==> config.mk <==
export PLATFORM = sky130hd
export DESIGN_NAME = lochc_top
export DESIGN_NICKNAME = d
export VERILOG_FILES = /design/src/lochc_pkg.sv /design/src/lochc_sync.sv /design/src/lochc_pwm.sv /design/src/lochc_top.sv
export SDC_FILE = /design/constraint.sdc
export NUM_CORES = 1
export LEC_CHECK = 0
export ABC_AREA = 1
export BUFFER_PORTS_ARGS = -buffer_cell sky130_fd_sc_hd__buf_4
export CORE_UTILIZATION = 40
export CTS_CLUSTER_DIAMETER = 150
export CTS_CLUSTER_SIZE = 16
export DETAILED_ROUTE_END_ITERATION = 8
export PLACE_DENSITY = 0.58
export SKIP_LAST_GASP = 1
export SLEW_MARGIN = 5
export SYNTH_ARGS = -nofsm -noshare
export SYNTH_HDL_FRONTEND = slang
export SYNTH_SLANG_ARGS = --single-unit
==> constraint.sdc <==
create_clock -name clock_i -period 3.6 [get_ports clock_i]
set_clock_uncertainty 0.2 [all_clocks]
set_input_delay 0 -clock clock_i [delete_from_list [all_inputs] [get_ports clock_i]]
set_output_delay 0 -clock clock_i [all_outputs]
set_load 0.03 [all_outputs]
==> src/lochc_pkg.sv <==
// Constants shared by the LED output channel control block.
// Assumes a single 40 MHz clock and an AXI4-Lite master on the register side.
package lochc_pkg;

	// ==========================================================
	// Sizes
	localparam int NOUT        = 12;
	localparam int NPWM        = 6;
	localparam int CODEW       = 8;
	localparam int DUTYW       = 10;
	localparam int SELW        = 3;
	localparam int ADDRW       = 8;
	localparam int PREW        = 16;
	localparam int STEP_BASE   = 7;
	localparam int STEP_MAX    = 3;
	localparam int CODES_PER_W = 4;
	localparam int SELS_PER_W  = 8;
	localparam int SEL_NIB     = 4;
	localparam int N_CODE_W    = 3;
	localparam int N_SEL_W     = 2;

	// ==========================================================
	// Register byte addresses
	localparam logic [ADDRW-1:0] A_CTRL  = 8'h00;
	localparam logic [ADDRW-1:0] A_CMD   = 8'h04;
	localparam logic [ADDRW-1:0] A_MASK  = 8'h08;
	localparam logic [ADDRW-1:0] A_HSE   = 8'h0c;
	localparam logic [ADDRW-1:0] A_GSE   = 8'h10;
	localparam logic [ADDRW-1:0] A_OPE   = 8'h14;
	localparam logic [ADDRW-1:0] A_STATE = 8'h18;
	localparam logic [ADDRW-1:0] A_STAT  = 8'h1c;
	localparam logic [ADDRW-1:0] A_RSH   = 8'h20;
	localparam logic [ADDRW-1:0] A_RSL   = 8'h24;
	localparam logic [ADDRW-1:0] A_ROP   = 8'h28;
	localparam logic [ADDRW-1:0] A_DUTY  = 8'h40;
	localparam logic [ADDRW-1:0] A_CODE  = 8'h60;
	localparam logic [ADDRW-1:0] A_SEL   = 8'h70;

	// ==========================================================
	// Fields and command bits
	localparam int F_STEP = 0;
	localparam int F_FREQ = 4;
	localparam int C_UNL_CUR = 0;
	localparam int C_LCK_CUR = 1;
	localparam int C_UNL_MSK = 2;
	localparam int C_LCK_MSK = 3;
	localparam int C_CLR_FLG = 4;
	localparam int C_CAPTURE = 5;
	localparam int S_CUR_UNL = 0;
	localparam int S_MSK_UNL = 1;
	localparam int S_SHORT   = 2;
	localparam int S_OPEN    = 3;

	// ==========================================================
	// Codes and reset values
	localparam logic [SELW-1:0]  SEL_FULL_LO = 3'h0;
	localparam logic [SELW-1:0]  SEL_FULL_HI = 3'h7;
	localparam logic [1:0]       RESP_OKAY   = 2'h0;
	localparam logic [1:0]       RESP_SLVERR = 2'h2;
	localparam logic [NOUT-1:0]  RST_RESULT  = 12'hfff;
	localparam logic [CODEW-1:0] RST_CODE    = 8'h00;

endpackage

==> src/lochc_sync.sv <==
// Two-stage synchroniser for a bus of independent level inputs.
// Assumes each bit is a slow level from a pin, not a multi-bit word.
module lochc_sync
	import lochc_pkg::*;
#(
	parameter int W = NOUT
) (
	input  wire logic         clock_i,
	input  wire logic         arst_n_i,
	input  wire logic [W-1:0] async_i,
	output logic      [W-1:0] sync_o
);

	typedef struct packed {
		logic [W-1:0] s1;
		logic [W-1:0] s2;
	} lochc_sync_st_t;

	lochc_sync_st_t q;
	lochc_sync_st_t d;

	always_comb begin
		d    = q;
		d.s1 = async_i;
		d.s2 = q.s1;
	end

	always_ff @(posedge clock_i or negedge arst_n_i) begin
		if (!arst_n_i) begin
			q <= '0;
		end else begin
			q <= d;
		end
	end

	assign sync_o = q.s2;

endmodule

==> src/lochc_pwm.sv <==
// Six PWM channels sharing one frame counter.
// Assumes step and frequency settings are stable over a frame.
module lochc_pwm
	import lochc_pkg::*;
#(
	parameter int PRESC = 16
) (
	input  wire logic                  clock_i,
	input  wire logic                  arst_n_i,
	input  wire logic [1:0]            step_i,
	input  wire logic [3:0]            freq_i,
	input  wire logic [NPWM*DUTYW-1:0] duty_i,
	output logic      [NPWM-1:0]       pwm_o
);

	typedef struct packed {
		logic [PREW-1:0]  pre;
		logic [DUTYW-1:0] cnt;
		logic [NPWM-1:0]  pwm;
	} lochc_pwm_st_t;

	lochc_pwm_st_t    q;
	lochc_pwm_st_t    d;
	logic [DUTYW-1:0] top;
	logic [DUTYW-1:0] dv;

	always_comb begin
		d   = q;
		dv  = '0;
		top = DUTYW'((1 << (STEP_BASE + int'(step_i))) - 1);
		if (q.pre == '0) begin
			d.pre = PREW'((int'(freq_i) + 1) * PRESC - 1);
			d.cnt = (q.cnt >= top) ? '0 : q.cnt + 1'b1;
		end else begin
			d.pre = q.pre - 1'b1;
		end
		// Low duty bits are dropped at coarse resolutions, so code+1 steps are lit.
		for (int m = 0; m < NPWM; m++) begin
			dv       = duty_i[m*DUTYW +: DUTYW] >> (STEP_MAX - int'(step_i));
			d.pwm[m] = (q.cnt <= dv);
		end
	end

	always_ff @(posedge clock_i or negedge arst_n_i) begin
		if (!arst_n_i) begin
			q <= '0;
		end else begin
			q <= d;
		end
	end

	assign pwm_o = q.pwm;

endmodule

==> src/lochc_top.sv <==
// Channel control for twelve LED outputs behind an AXI4-Lite slave.
// Assumes arst_n_i already combines the reset pin and the supply detector.
//
// Added by the designer: register access over AXI4-Lite and the register offsets.
module lochc_top
	import lochc_pkg::*;
#(
	parameter int PRESC = 16
) (
	input  wire logic                  clock_i,
	input  wire logic                  arst_n_i,
	input  wire logic [ADDRW-1:0]      awaddr_i,
	input  wire logic                  awvalid_i,
	output logic                       awready_o,
	input  wire logic [31:0]           wdata_i,
	input  wire logic [3:0]            wstrb_i,
	input  wire logic                  wvalid_i,
	output logic                       wready_o,
	output logic      [1:0]            bresp_o,
	output logic                       bvalid_o,
	input  wire logic                  bready_i,
	input  wire logic [ADDRW-1:0]      araddr_i,
	input  wire logic                  arvalid_i,
	output logic                       arready_o,
	output logic      [31:0]           rdata_o,
	output logic      [1:0]            rresp_o,
	output logic                       rvalid_o,
	input  wire logic                  rready_i,
	input  wire logic [NOUT-1:0]       high_short_det_i,
	input  wire logic [NOUT-1:0]       gnd_short_det_i,
	input  wire logic [NOUT-1:0]       open_det_i,
	output logic      [NOUT-1:0]       led_output_o,
	output logic      [NOUT*CODEW-1:0] channel_current_code_o,
	output logic                       err_o,
	output logic                       err_oe_o
);

	// ==========================================================
	// State
	typedef struct packed {
		logic                        awready;
		logic                        awv;
		logic [ADDRW-1:0]            aw;
		logic                        wready;
		logic                        wv;
		logic [31:0]                 wd;
		logic [3:0]                  ws;
		logic                        bv;
		logic [1:0]                  bresp;
		logic                        arready;
		logic                        rv;
		logic [31:0]                 rd;
		logic [1:0]                  rresp;
		logic                        cur_unl;
		logic                        msk_unl;
		logic [1:0]                  step;
		logic [3:0]                  freq;
		logic [NOUT-1:0]             mask;
		logic [NOUT-1:0]             hse;
		logic [NOUT-1:0]             gse;
		logic [NOUT-1:0]             ope;
		logic [NPWM-1:0][DUTYW-1:0]  duty;
		logic [NOUT-1:0][CODEW-1:0]  code;
		logic [NOUT-1:0][SELW-1:0]   sel;
		logic [NOUT-1:0]             state;
		logic [NOUT-1:0]             rsh;
		logic [NOUT-1:0]             rsl;
		logic [NOUT-1:0]             rop;
		logic [NOUT-1:0]             led;
		logic                        err;
	} lochc_st_t;

	lochc_st_t                 q;
	lochc_st_t                 d;
	logic [NPWM-1:0]           pwm;
	logic [NOUT-1:0]           hs_s;
	logic [NOUT-1:0]           gs_s;
	logic [NOUT-1:0]           op_s;
	logic [NPWM*DUTYW-1:0]     duty_flat;
	logic [31:0]               wm;
	logic [31:0]               cmd;
	logic [SELW-1:0]           s;
	logic [ADDRW-1:0]          a;

	// ==========================================================
	// Decoding
	function automatic logic addr_ok(input logic [ADDRW-1:0] ad);
		logic ok;
		ok = (ad <= A_ROP) && (ad[1:0] == 2'h0);
		ok = ok || (ad >= A_DUTY && ad < A_DUTY + ADDRW'(4 * NPWM) && ad[1:0] == 2'h0);
		ok = ok || (ad >= A_CODE && ad < A_CODE + ADDRW'(4 * N_CODE_W) && ad[1:0] == 2'h0);
		ok = ok || (ad >= A_SEL && ad < A_SEL + ADDRW'(4 * N_SEL_W) && ad[1:0] == 2'h0);
		return ok;
	endfunction

	function automatic int word_idx(input logic [ADDRW-1:0] ad, input logic [ADDRW-1:0] base);
		logic [ADDRW-1:0] off;
		off = ad - base;
		return int'(off[ADDRW-1:2]);
	endfunction

	function automatic logic [31:0] merge(input logic [31:0] old, input logic [31:0] nw,
			input logic [3:0] strb);
		logic [31:0] r;
		r = old;
		for (int b = 0; b < 4; b++) begin
			if (strb[b]) begin
				r[b*8 +: 8] = nw[b*8 +: 8];
			end
		end
		return r;
	endfunction

	function automatic logic [31:0] rdmux(input logic [ADDRW-1:0] ad, input lochc_st_t st);
		logic [31:0] r;
		int          w;
		r = '0;
		w = 0;
		if (ad == A_CTRL) begin
			r[F_STEP +: 2] = st.step;
			r[F_FREQ +: 4] = st.freq;
		end else if (ad == A_MASK) begin
			r[NOUT-1:0] = st.mask;
		end else if (ad == A_HSE) begin
			r[NOUT-1:0] = st.hse;
		end else if (ad == A_GSE) begin
			r[NOUT-1:0] = st.gse;
		end else if (ad == A_OPE) begin
			r[NOUT-1:0] = st.ope;
		end else if (ad == A_STATE) begin
			r[NOUT-1:0] = st.state;
		end else if (ad == A_STAT) begin
			r[S_CUR_UNL] = st.cur_unl;
			r[S_MSK_UNL] = st.msk_unl;
			r[S_SHORT]   = |(st.rsh | st.rsl);
			r[S_OPEN]    = |st.rop;
		end else if (ad == A_RSH) begin
			r[NOUT-1:0] = st.rsh;
		end else if (ad == A_RSL) begin
			r[NOUT-1:0] = st.rsl;
		end else if (ad == A_ROP) begin
			r[NOUT-1:0] = st.rop;
		end else if (ad >= A_DUTY && ad < A_CODE) begin
			w = word_idx(ad, A_DUTY);
			r[DUTYW-1:0] = st.duty[w];
		end else if (ad >= A_CODE && ad < A_SEL) begin
			w = word_idx(ad, A_CODE);
			for (int k = 0; k < CODES_PER_W; k++) begin
				r[k*CODEW +: CODEW] = st.code[w*CODES_PER_W + k];
			end
		end else if (ad >= A_SEL) begin
			w = word_idx(ad, A_SEL);
			for (int k = 0; k < SELS_PER_W; k++) begin
				if (w*SELS_PER_W + k < NOUT) begin
					r[k*SEL_NIB +: SELW] = st.sel[w*SELS_PER_W + k];
				end
			end
		end
		return r;
	endfunction

	// ==========================================================
	// Submodules
	lochc_sync #(
		.W(3 * NOUT)
	) u_sync (
		.clock_i (clock_i),
		.arst_n_i(arst_n_i),
		.async_i ({high_short_det_i, gnd_short_det_i, open_det_i}),
		.sync_o  ({hs_s, gs_s, op_s})
	);

	assign duty_flat = q.duty;

	lochc_pwm #(
		.PRESC(PRESC)
	) u_pwm (
		.clock_i (clock_i),
		.arst_n_i(arst_n_i),
		.step_i  (q.step),
		.freq_i  (q.freq),
		.duty_i  (duty_flat),
		.pwm_o   (pwm)
	);

	// ==========================================================
	// Next state
	always_comb begin
		d   = q;
		wm  = merge(q.wd, q.wd, 4'h0);
		cmd = '0;
		s   = '0;
		a   = q.aw;
		if (q.bv && bready_i) begin
			d.bv = 1'b0;
		end
		if (q.rv && rready_i) begin
			d.rv = 1'b0;
		end
		if (q.awready && awvalid_i) begin
			d.awv = 1'b1;
			d.aw  = awaddr_i;
		end
		if (q.wready && wvalid_i) begin
			d.wv = 1'b1;
			d.wd = wdata_i;
			d.ws = wstrb_i;
		end
		// Address and data are held until both are in and the last response is gone.
		if (q.awv && q.wv && !q.bv) begin
			d.awv   = 1'b0;
			d.wv    = 1'b0;
			d.bv    = 1'b1;
			d.bresp = addr_ok(a) ? RESP_OKAY : RESP_SLVERR;
			if (a == A_CMD) begin
				// Only byte lane 0 carries command bits.
				cmd = q.wd & 32'({8{q.ws[0]}});
			end else if (a == A_CTRL) begin
				wm     = merge({24'h0, q.freq, 2'h0, q.step}, q.wd, q.ws);
				d.step = wm[F_STEP +: 2];
				d.freq = wm[F_FREQ +: 4];
			end else if (a == A_MASK || a == A_HSE || a == A_GSE || a == A_OPE) begin
				if (q.msk_unl) begin
					wm = merge(rdmux(a, q), q.wd, q.ws);
					unique case (a)
						A_MASK: d.mask = wm[NOUT-1:0];
						A_HSE:  d.hse  = wm[NOUT-1:0];
						A_GSE:  d.gse  = wm[NOUT-1:0];
						default: d.ope = wm[NOUT-1:0];
					endcase
				end
			end else if (a >= A_DUTY && a < A_DUTY + ADDRW'(4 * NPWM) && addr_ok(a)) begin
				wm = merge(rdmux(a, q), q.wd, q.ws);
				d.duty[word_idx(a, A_DUTY)] = wm[DUTYW-1:0];
			end else if (a >= A_CODE && a < A_SEL && addr_ok(a)) begin
				// codes held, writes dropped while locked
				if (q.cur_unl) begin
					wm = merge(rdmux(a, q), q.wd, q.ws);
					for (int k = 0; k < CODES_PER_W; k++) begin
						d.code[word_idx(a, A_CODE)*CODES_PER_W + k] = wm[k*CODEW +: CODEW];
					end
				end
			end else if (a >= A_SEL && addr_ok(a)) begin
				wm = merge(rdmux(a, q), q.wd, q.ws);
				for (int k = 0; k < SELS_PER_W; k++) begin
					if (word_idx(a, A_SEL)*SELS_PER_W + k < NOUT) begin
						d.sel[word_idx(a, A_SEL)*SELS_PER_W + k] = wm[k*SEL_NIB +: SELW];
					end
				end
			end
		end
		d.awready = !d.awv;
		d.wready  = !d.wv;

		if (q.arready && arvalid_i) begin
			d.rv    = 1'b1;
			d.rd    = addr_ok(araddr_i) ? rdmux(araddr_i, q) : '0;
			d.rresp = addr_ok(araddr_i) ? RESP_OKAY : RESP_SLVERR;
		end
		d.arready = !d.rv;

		if (cmd[C_UNL_CUR]) begin
			d.cur_unl = 1'b1;
		end
		if (cmd[C_LCK_CUR]) begin
			d.cur_unl = 1'b0;
		end
		if (cmd[C_UNL_MSK]) begin
			d.msk_unl = 1'b1;
		end
		if (cmd[C_LCK_MSK]) begin
			d.msk_unl = 1'b0;
		end

		for (int n = 0; n < NOUT; n++) begin
			s = q.sel[n];
			if (s == SEL_FULL_LO || s == SEL_FULL_HI) begin
				d.led[n] = q.mask[n];
			end else begin
				d.led[n] = q.mask[n] & pwm[int'(s) - 1];
			end
		end

		if (cmd[C_CLR_FLG]) begin
			d.state = '0;
			d.rsh   = '0;
			d.rsl   = '0;
			d.rop   = '0;
		end
		if (cmd[C_CAPTURE]) begin
			d.state = q.led;
		end
		d.rsh = d.rsh | (hs_s & q.hse);
		d.rsl = d.rsl | (gs_s & q.gse);
		d.rop = d.rop | (op_s & q.ope);
		d.err = |(d.rsh | d.rsl | d.rop);
	end

	// ==========================================================
	// Registers
	always_ff @(posedge clock_i or negedge arst_n_i) begin
		if (!arst_n_i) begin
			q         <= '0;
			q.awready <= 1'b1;
			q.wready  <= 1'b1;
			q.arready <= 1'b1;
			q.code    <= {NOUT{RST_CODE}};
			q.rsh     <= RST_RESULT;
			q.rsl     <= RST_RESULT;
			q.rop     <= RST_RESULT;
			q.err     <= 1'b1;
		end else begin
			q <= d;
		end
	end

	// ==========================================================
	// Outputs
	assign awready_o              = q.awready;
	assign wready_o               = q.wready;
	assign bvalid_o               = q.bv;
	assign bresp_o                = q.bresp;
	assign arready_o              = q.arready;
	assign rvalid_o               = q.rv;
	assign rdata_o                = q.rd;
	assign rresp_o                = q.rresp;
	assign led_output_o           = q.led;
	assign channel_current_code_o = q.code;
	assign err_oe_o               = q.err;
	// The error pin is open drain: it only ever pulls low.
	assign err_o                  = 1'b0;

endmodule

==> impl_metrics.json <==
{
  "setup_violations": 0,
  "cp-start-kind": "primary input",
  "fin_util": 0.479,
  "fmax_mhz": 287,
  "io_buffers": 242,
  "fin_cells": 5178,
  "areaGrowthSynthToFinish_pct": 18.0,
  "fp.dieH_um": 275,
  "die_w_um": 275,
  "drt-total-wl_mm": 121,
  "cpPeakStageDelay_ns": 0.60,
  "cts_tree": "done",
  "worstSetupPathType": "in -> reg",
  "finalPower_mw": 19.4,
  "htree_levels": 2,
  "coreArea_um2": 73200,
  "fin_hold_ws_ns": 0.0223,
  "worstMarginPinSlew_ns": 1.08,
  "cts_setup_buffers": 0,
  "wl_per_cell_um": 23.3,
  "worst-path-max-fanout": 10,
  "async_flop_share": 1.00,
  "overflow": 0,
  "critPathBufInv": 4,
  "hp-class": "in -> reg",
  "start_util": 0.406,
  "crit_path_frequent_cell": "nand2_1",
  "cts_buffers": 37,
  "violations": "DRC",
  "hold_viol_final": 0,
  "antenna_found_initial": 3,
  "syn_area_per_cell_um2": 7.64,
  "post-dp-hpwl_mm": 89.9,
  "ys_seq_area_frac": 0.421,
  "ys_types": 67,
  "viasPerCell": 5.53,
  "drtAntennaViolNets": 0,
  "ys.flop_type": "dfrtp_1",
  "dr.pass1.iters": 8,
  "final_net_count": 4394,
  "yosysWarnings": 0,
  "crit_required_ns": 3.94,
  "cts.path.max_buffers": 3,
  "vias": 28600,
  "clk_latency_ns": 0.61,
  "dr_wl_met2_mm": 56.1,
  "rows": 99,
  "synthCells": 3890,
  "arrival_ns": 3.83,
  "post-route-period-util": 0.967,
  "slew_headroom": 0.283,
  "synth_edf_count": 0,
  "ioPinCount": 246,
  "irDropWorstVdd_mv": 0.355,
  "crit_path_end_kind": "flip-flop",
  "ys_ff_latch": 498,
  "root_buffer": "clkbuf_16",
  "place_inst": 4904,
  "gr-usage-all-layers": 0.319,
  "clk_pin_slew_ns": 0.08,
  "drv_slew": 0,
  "drtIter0Drc": 3121,
  "grt_max_degree": 133,
  "netlist_area_um2": 29700,
  "drive_above_1_share": 0.135,
  "worstPathCellList": "dlygate4sd3_1, buf_4, nor2_1, nand2_1, inv_1, nand4_1, o2111ai_1, nand2_1, nor3_4, nand2_1, o221ai_1, dlygate4sd3_1",
  "top_layer": "met4",
  "gp_congestion": 1.02,
  "status": "complete, but fails checks",
  "wl_met3_mm": 9.31,
  "grt_pass1_vias": 27600,
  "met1_length_mm": 49.9,
  "powerDensity_nw_per_um2": 554,
  "slowest_stage": "nor3_4",
  "min_period_ns": 3.48,
  "cap_violations": 0,
  "p_leak_nw": 16.9,
  "grt_pass1_wl_mm": 179,
  "finalSetupTns_ns": 0,
  "path_delay_family": "simple AND/OR/NAND/NOR gates",
  "drc_errors": 6,
  "clock-sinks": 498,
  "dieArea_um2": 75400,
  "rsz0062_at_grt": "false"
}
## cell usage after synthesis (20+ instances only)
cell type | instances | area [um^2]
a21oi_1 | 189 | 946
a22oi_1 | 20 | 150
buf_2 | 31 | 155
buf_4 | 164 | 1230
clkbuf_1 | 83 | 312
dfrtp_1 | 458 | 11500
dfstp_2 | 40 | 1050
ha_1 | 106 | 1330
inv_1 | 367 | 1380
inv_2 | 32 | 120
nand2_1 | 1218 | 4570
nand2_2 | 22 | 138
nand3_1 | 123 | 616
nand4_1 | 42 | 263
nor2_1 | 191 | 717
nor3_1 | 27 | 135
o211ai_1 | 31 | 233
o21ai_0 | 336 | 1680
o21ai_1 | 54 | 270
o221ai_1 | 26 | 228
o22ai_1 | 70 | 438
## path summary, 6_finish.rpt
kind / to / cells after the start / from / slack (ns)
worst max-delay path: rdata_o[14]$_DFFE_PN0P_ / 12 / araddr_i[1] / 0.12
worst min-delay path: q[352]$_DFFE_PN0P_ / 4 / wdata_i[0] / 0.02
worst max register to register: duty_flat[57]$_DFFE_PN0P_ / 16 / a[2]$_DFFE_PN0P_ / 0.12
worst min register to register: u_sync.sync_o[1]$_DFF_PN0_ / 0 / u_sync.d[1]$_DFF_PN0_ / 0.14
max in group asynchronous: duty_flat[51]$_DFFE_PN0P_ / 5 / arst_n_i / 1.92
min in group asynchronous: q[86]$_DFFE_PN0P_ / 4 / arst_n_i / 0.40
## through the flow
stage	instance area, um^2	setup slack, ns
2_1_floorplan	29700	0.901
3_3_place_gp	31900	0.113
3_5_place_dp	31900	0.174
4_1_cts	35000	0.0327
5_1_grt	35100	0.0243
6_report	35100	0.117
## routing by layer
layer,vias up,global-route usage
met3,299,0.0525
met4,0,0.132
met2,1313,0.514
met5,-,0
li1,13300,-
met1,13700,0.424
## worst min-delay path: cells and delay by family
family	cells	cell delay [ns]
AO/OA/AOI/OAI	1	0.07
buffers and inverters	2	0.64
AND/OR/NAND/NOR	1	0.04
## logic make-up after synthesis
kind of cell / count (synthesis) / share of synthesized area
buffers and inverters: 708 / 0.115
multiplexers: 15 / 0.00505
AND/OR/NAND/NOR: 1715 / 0.247
XOR/XNOR: 10 / 0.00295
adder cells (fa/ha/maj): 106 / 0.0446
AO/OA/AOI/OAI: 837 / 0.165
flip-flops: 498 / 0.421
other: 1 / 0.000126
## power breakdown
| part | total [mW] | internal [mW] | switching [mW] |
|---|---|---|---|
| sequential | 6.90 | 6.14 | 0.755 |
| clock | 4.19 | 2.00 | 2.19 |
| combinational | 8.36 | 2.69 | 5.67 |
| total | 19.4 | 10.8 | 8.61 |
## sequential cells by signal (all words and copies together) (netlist names), 12 cells and up
signal / count
channel_current_code_o: 96
u_pwm.q: 26
u_sync.sync_o: 36
duty_flat: 60
rdata_o: 32
led_output_o: 12
u_sync.d: 36
q: 175
## layout make-up
class | instances | area (um^2)
Fill cell | 7231 | 38100
Multi-Input combinational cell | 2689 | 13800
Sequential cell | 498 | 12500
Timing Repair Buffer | 558 | 4880
Inverter | 409 | 1550
Tap cell | 959 | 1200
Clock buffer | 60 | 1030
Clock inverter | 4 | 57.6
Antenna cell | 1 | 2.50
## cell usage in the layout (no fill, tap or decap), drive strengths merged, types with 34 or more instances in the layout
cell type    instances
a21oi              189
buf                350
clkbuf              60
dfrtp              458
dfstp               40
dlygate4sd3        208
ha                 106
inv                403
nand2             1247
nand3              125
nand4               42
nor2               217
nor3                34
o21ai              395
o22ai               70
## repair_timing
action	in CTS	in global routing
hold buffers	209	0
setup endpoints to repair	0	51
resized for setup	0	6
hold endpoints to repair	564	0
(Power assumes the default switching activity.)
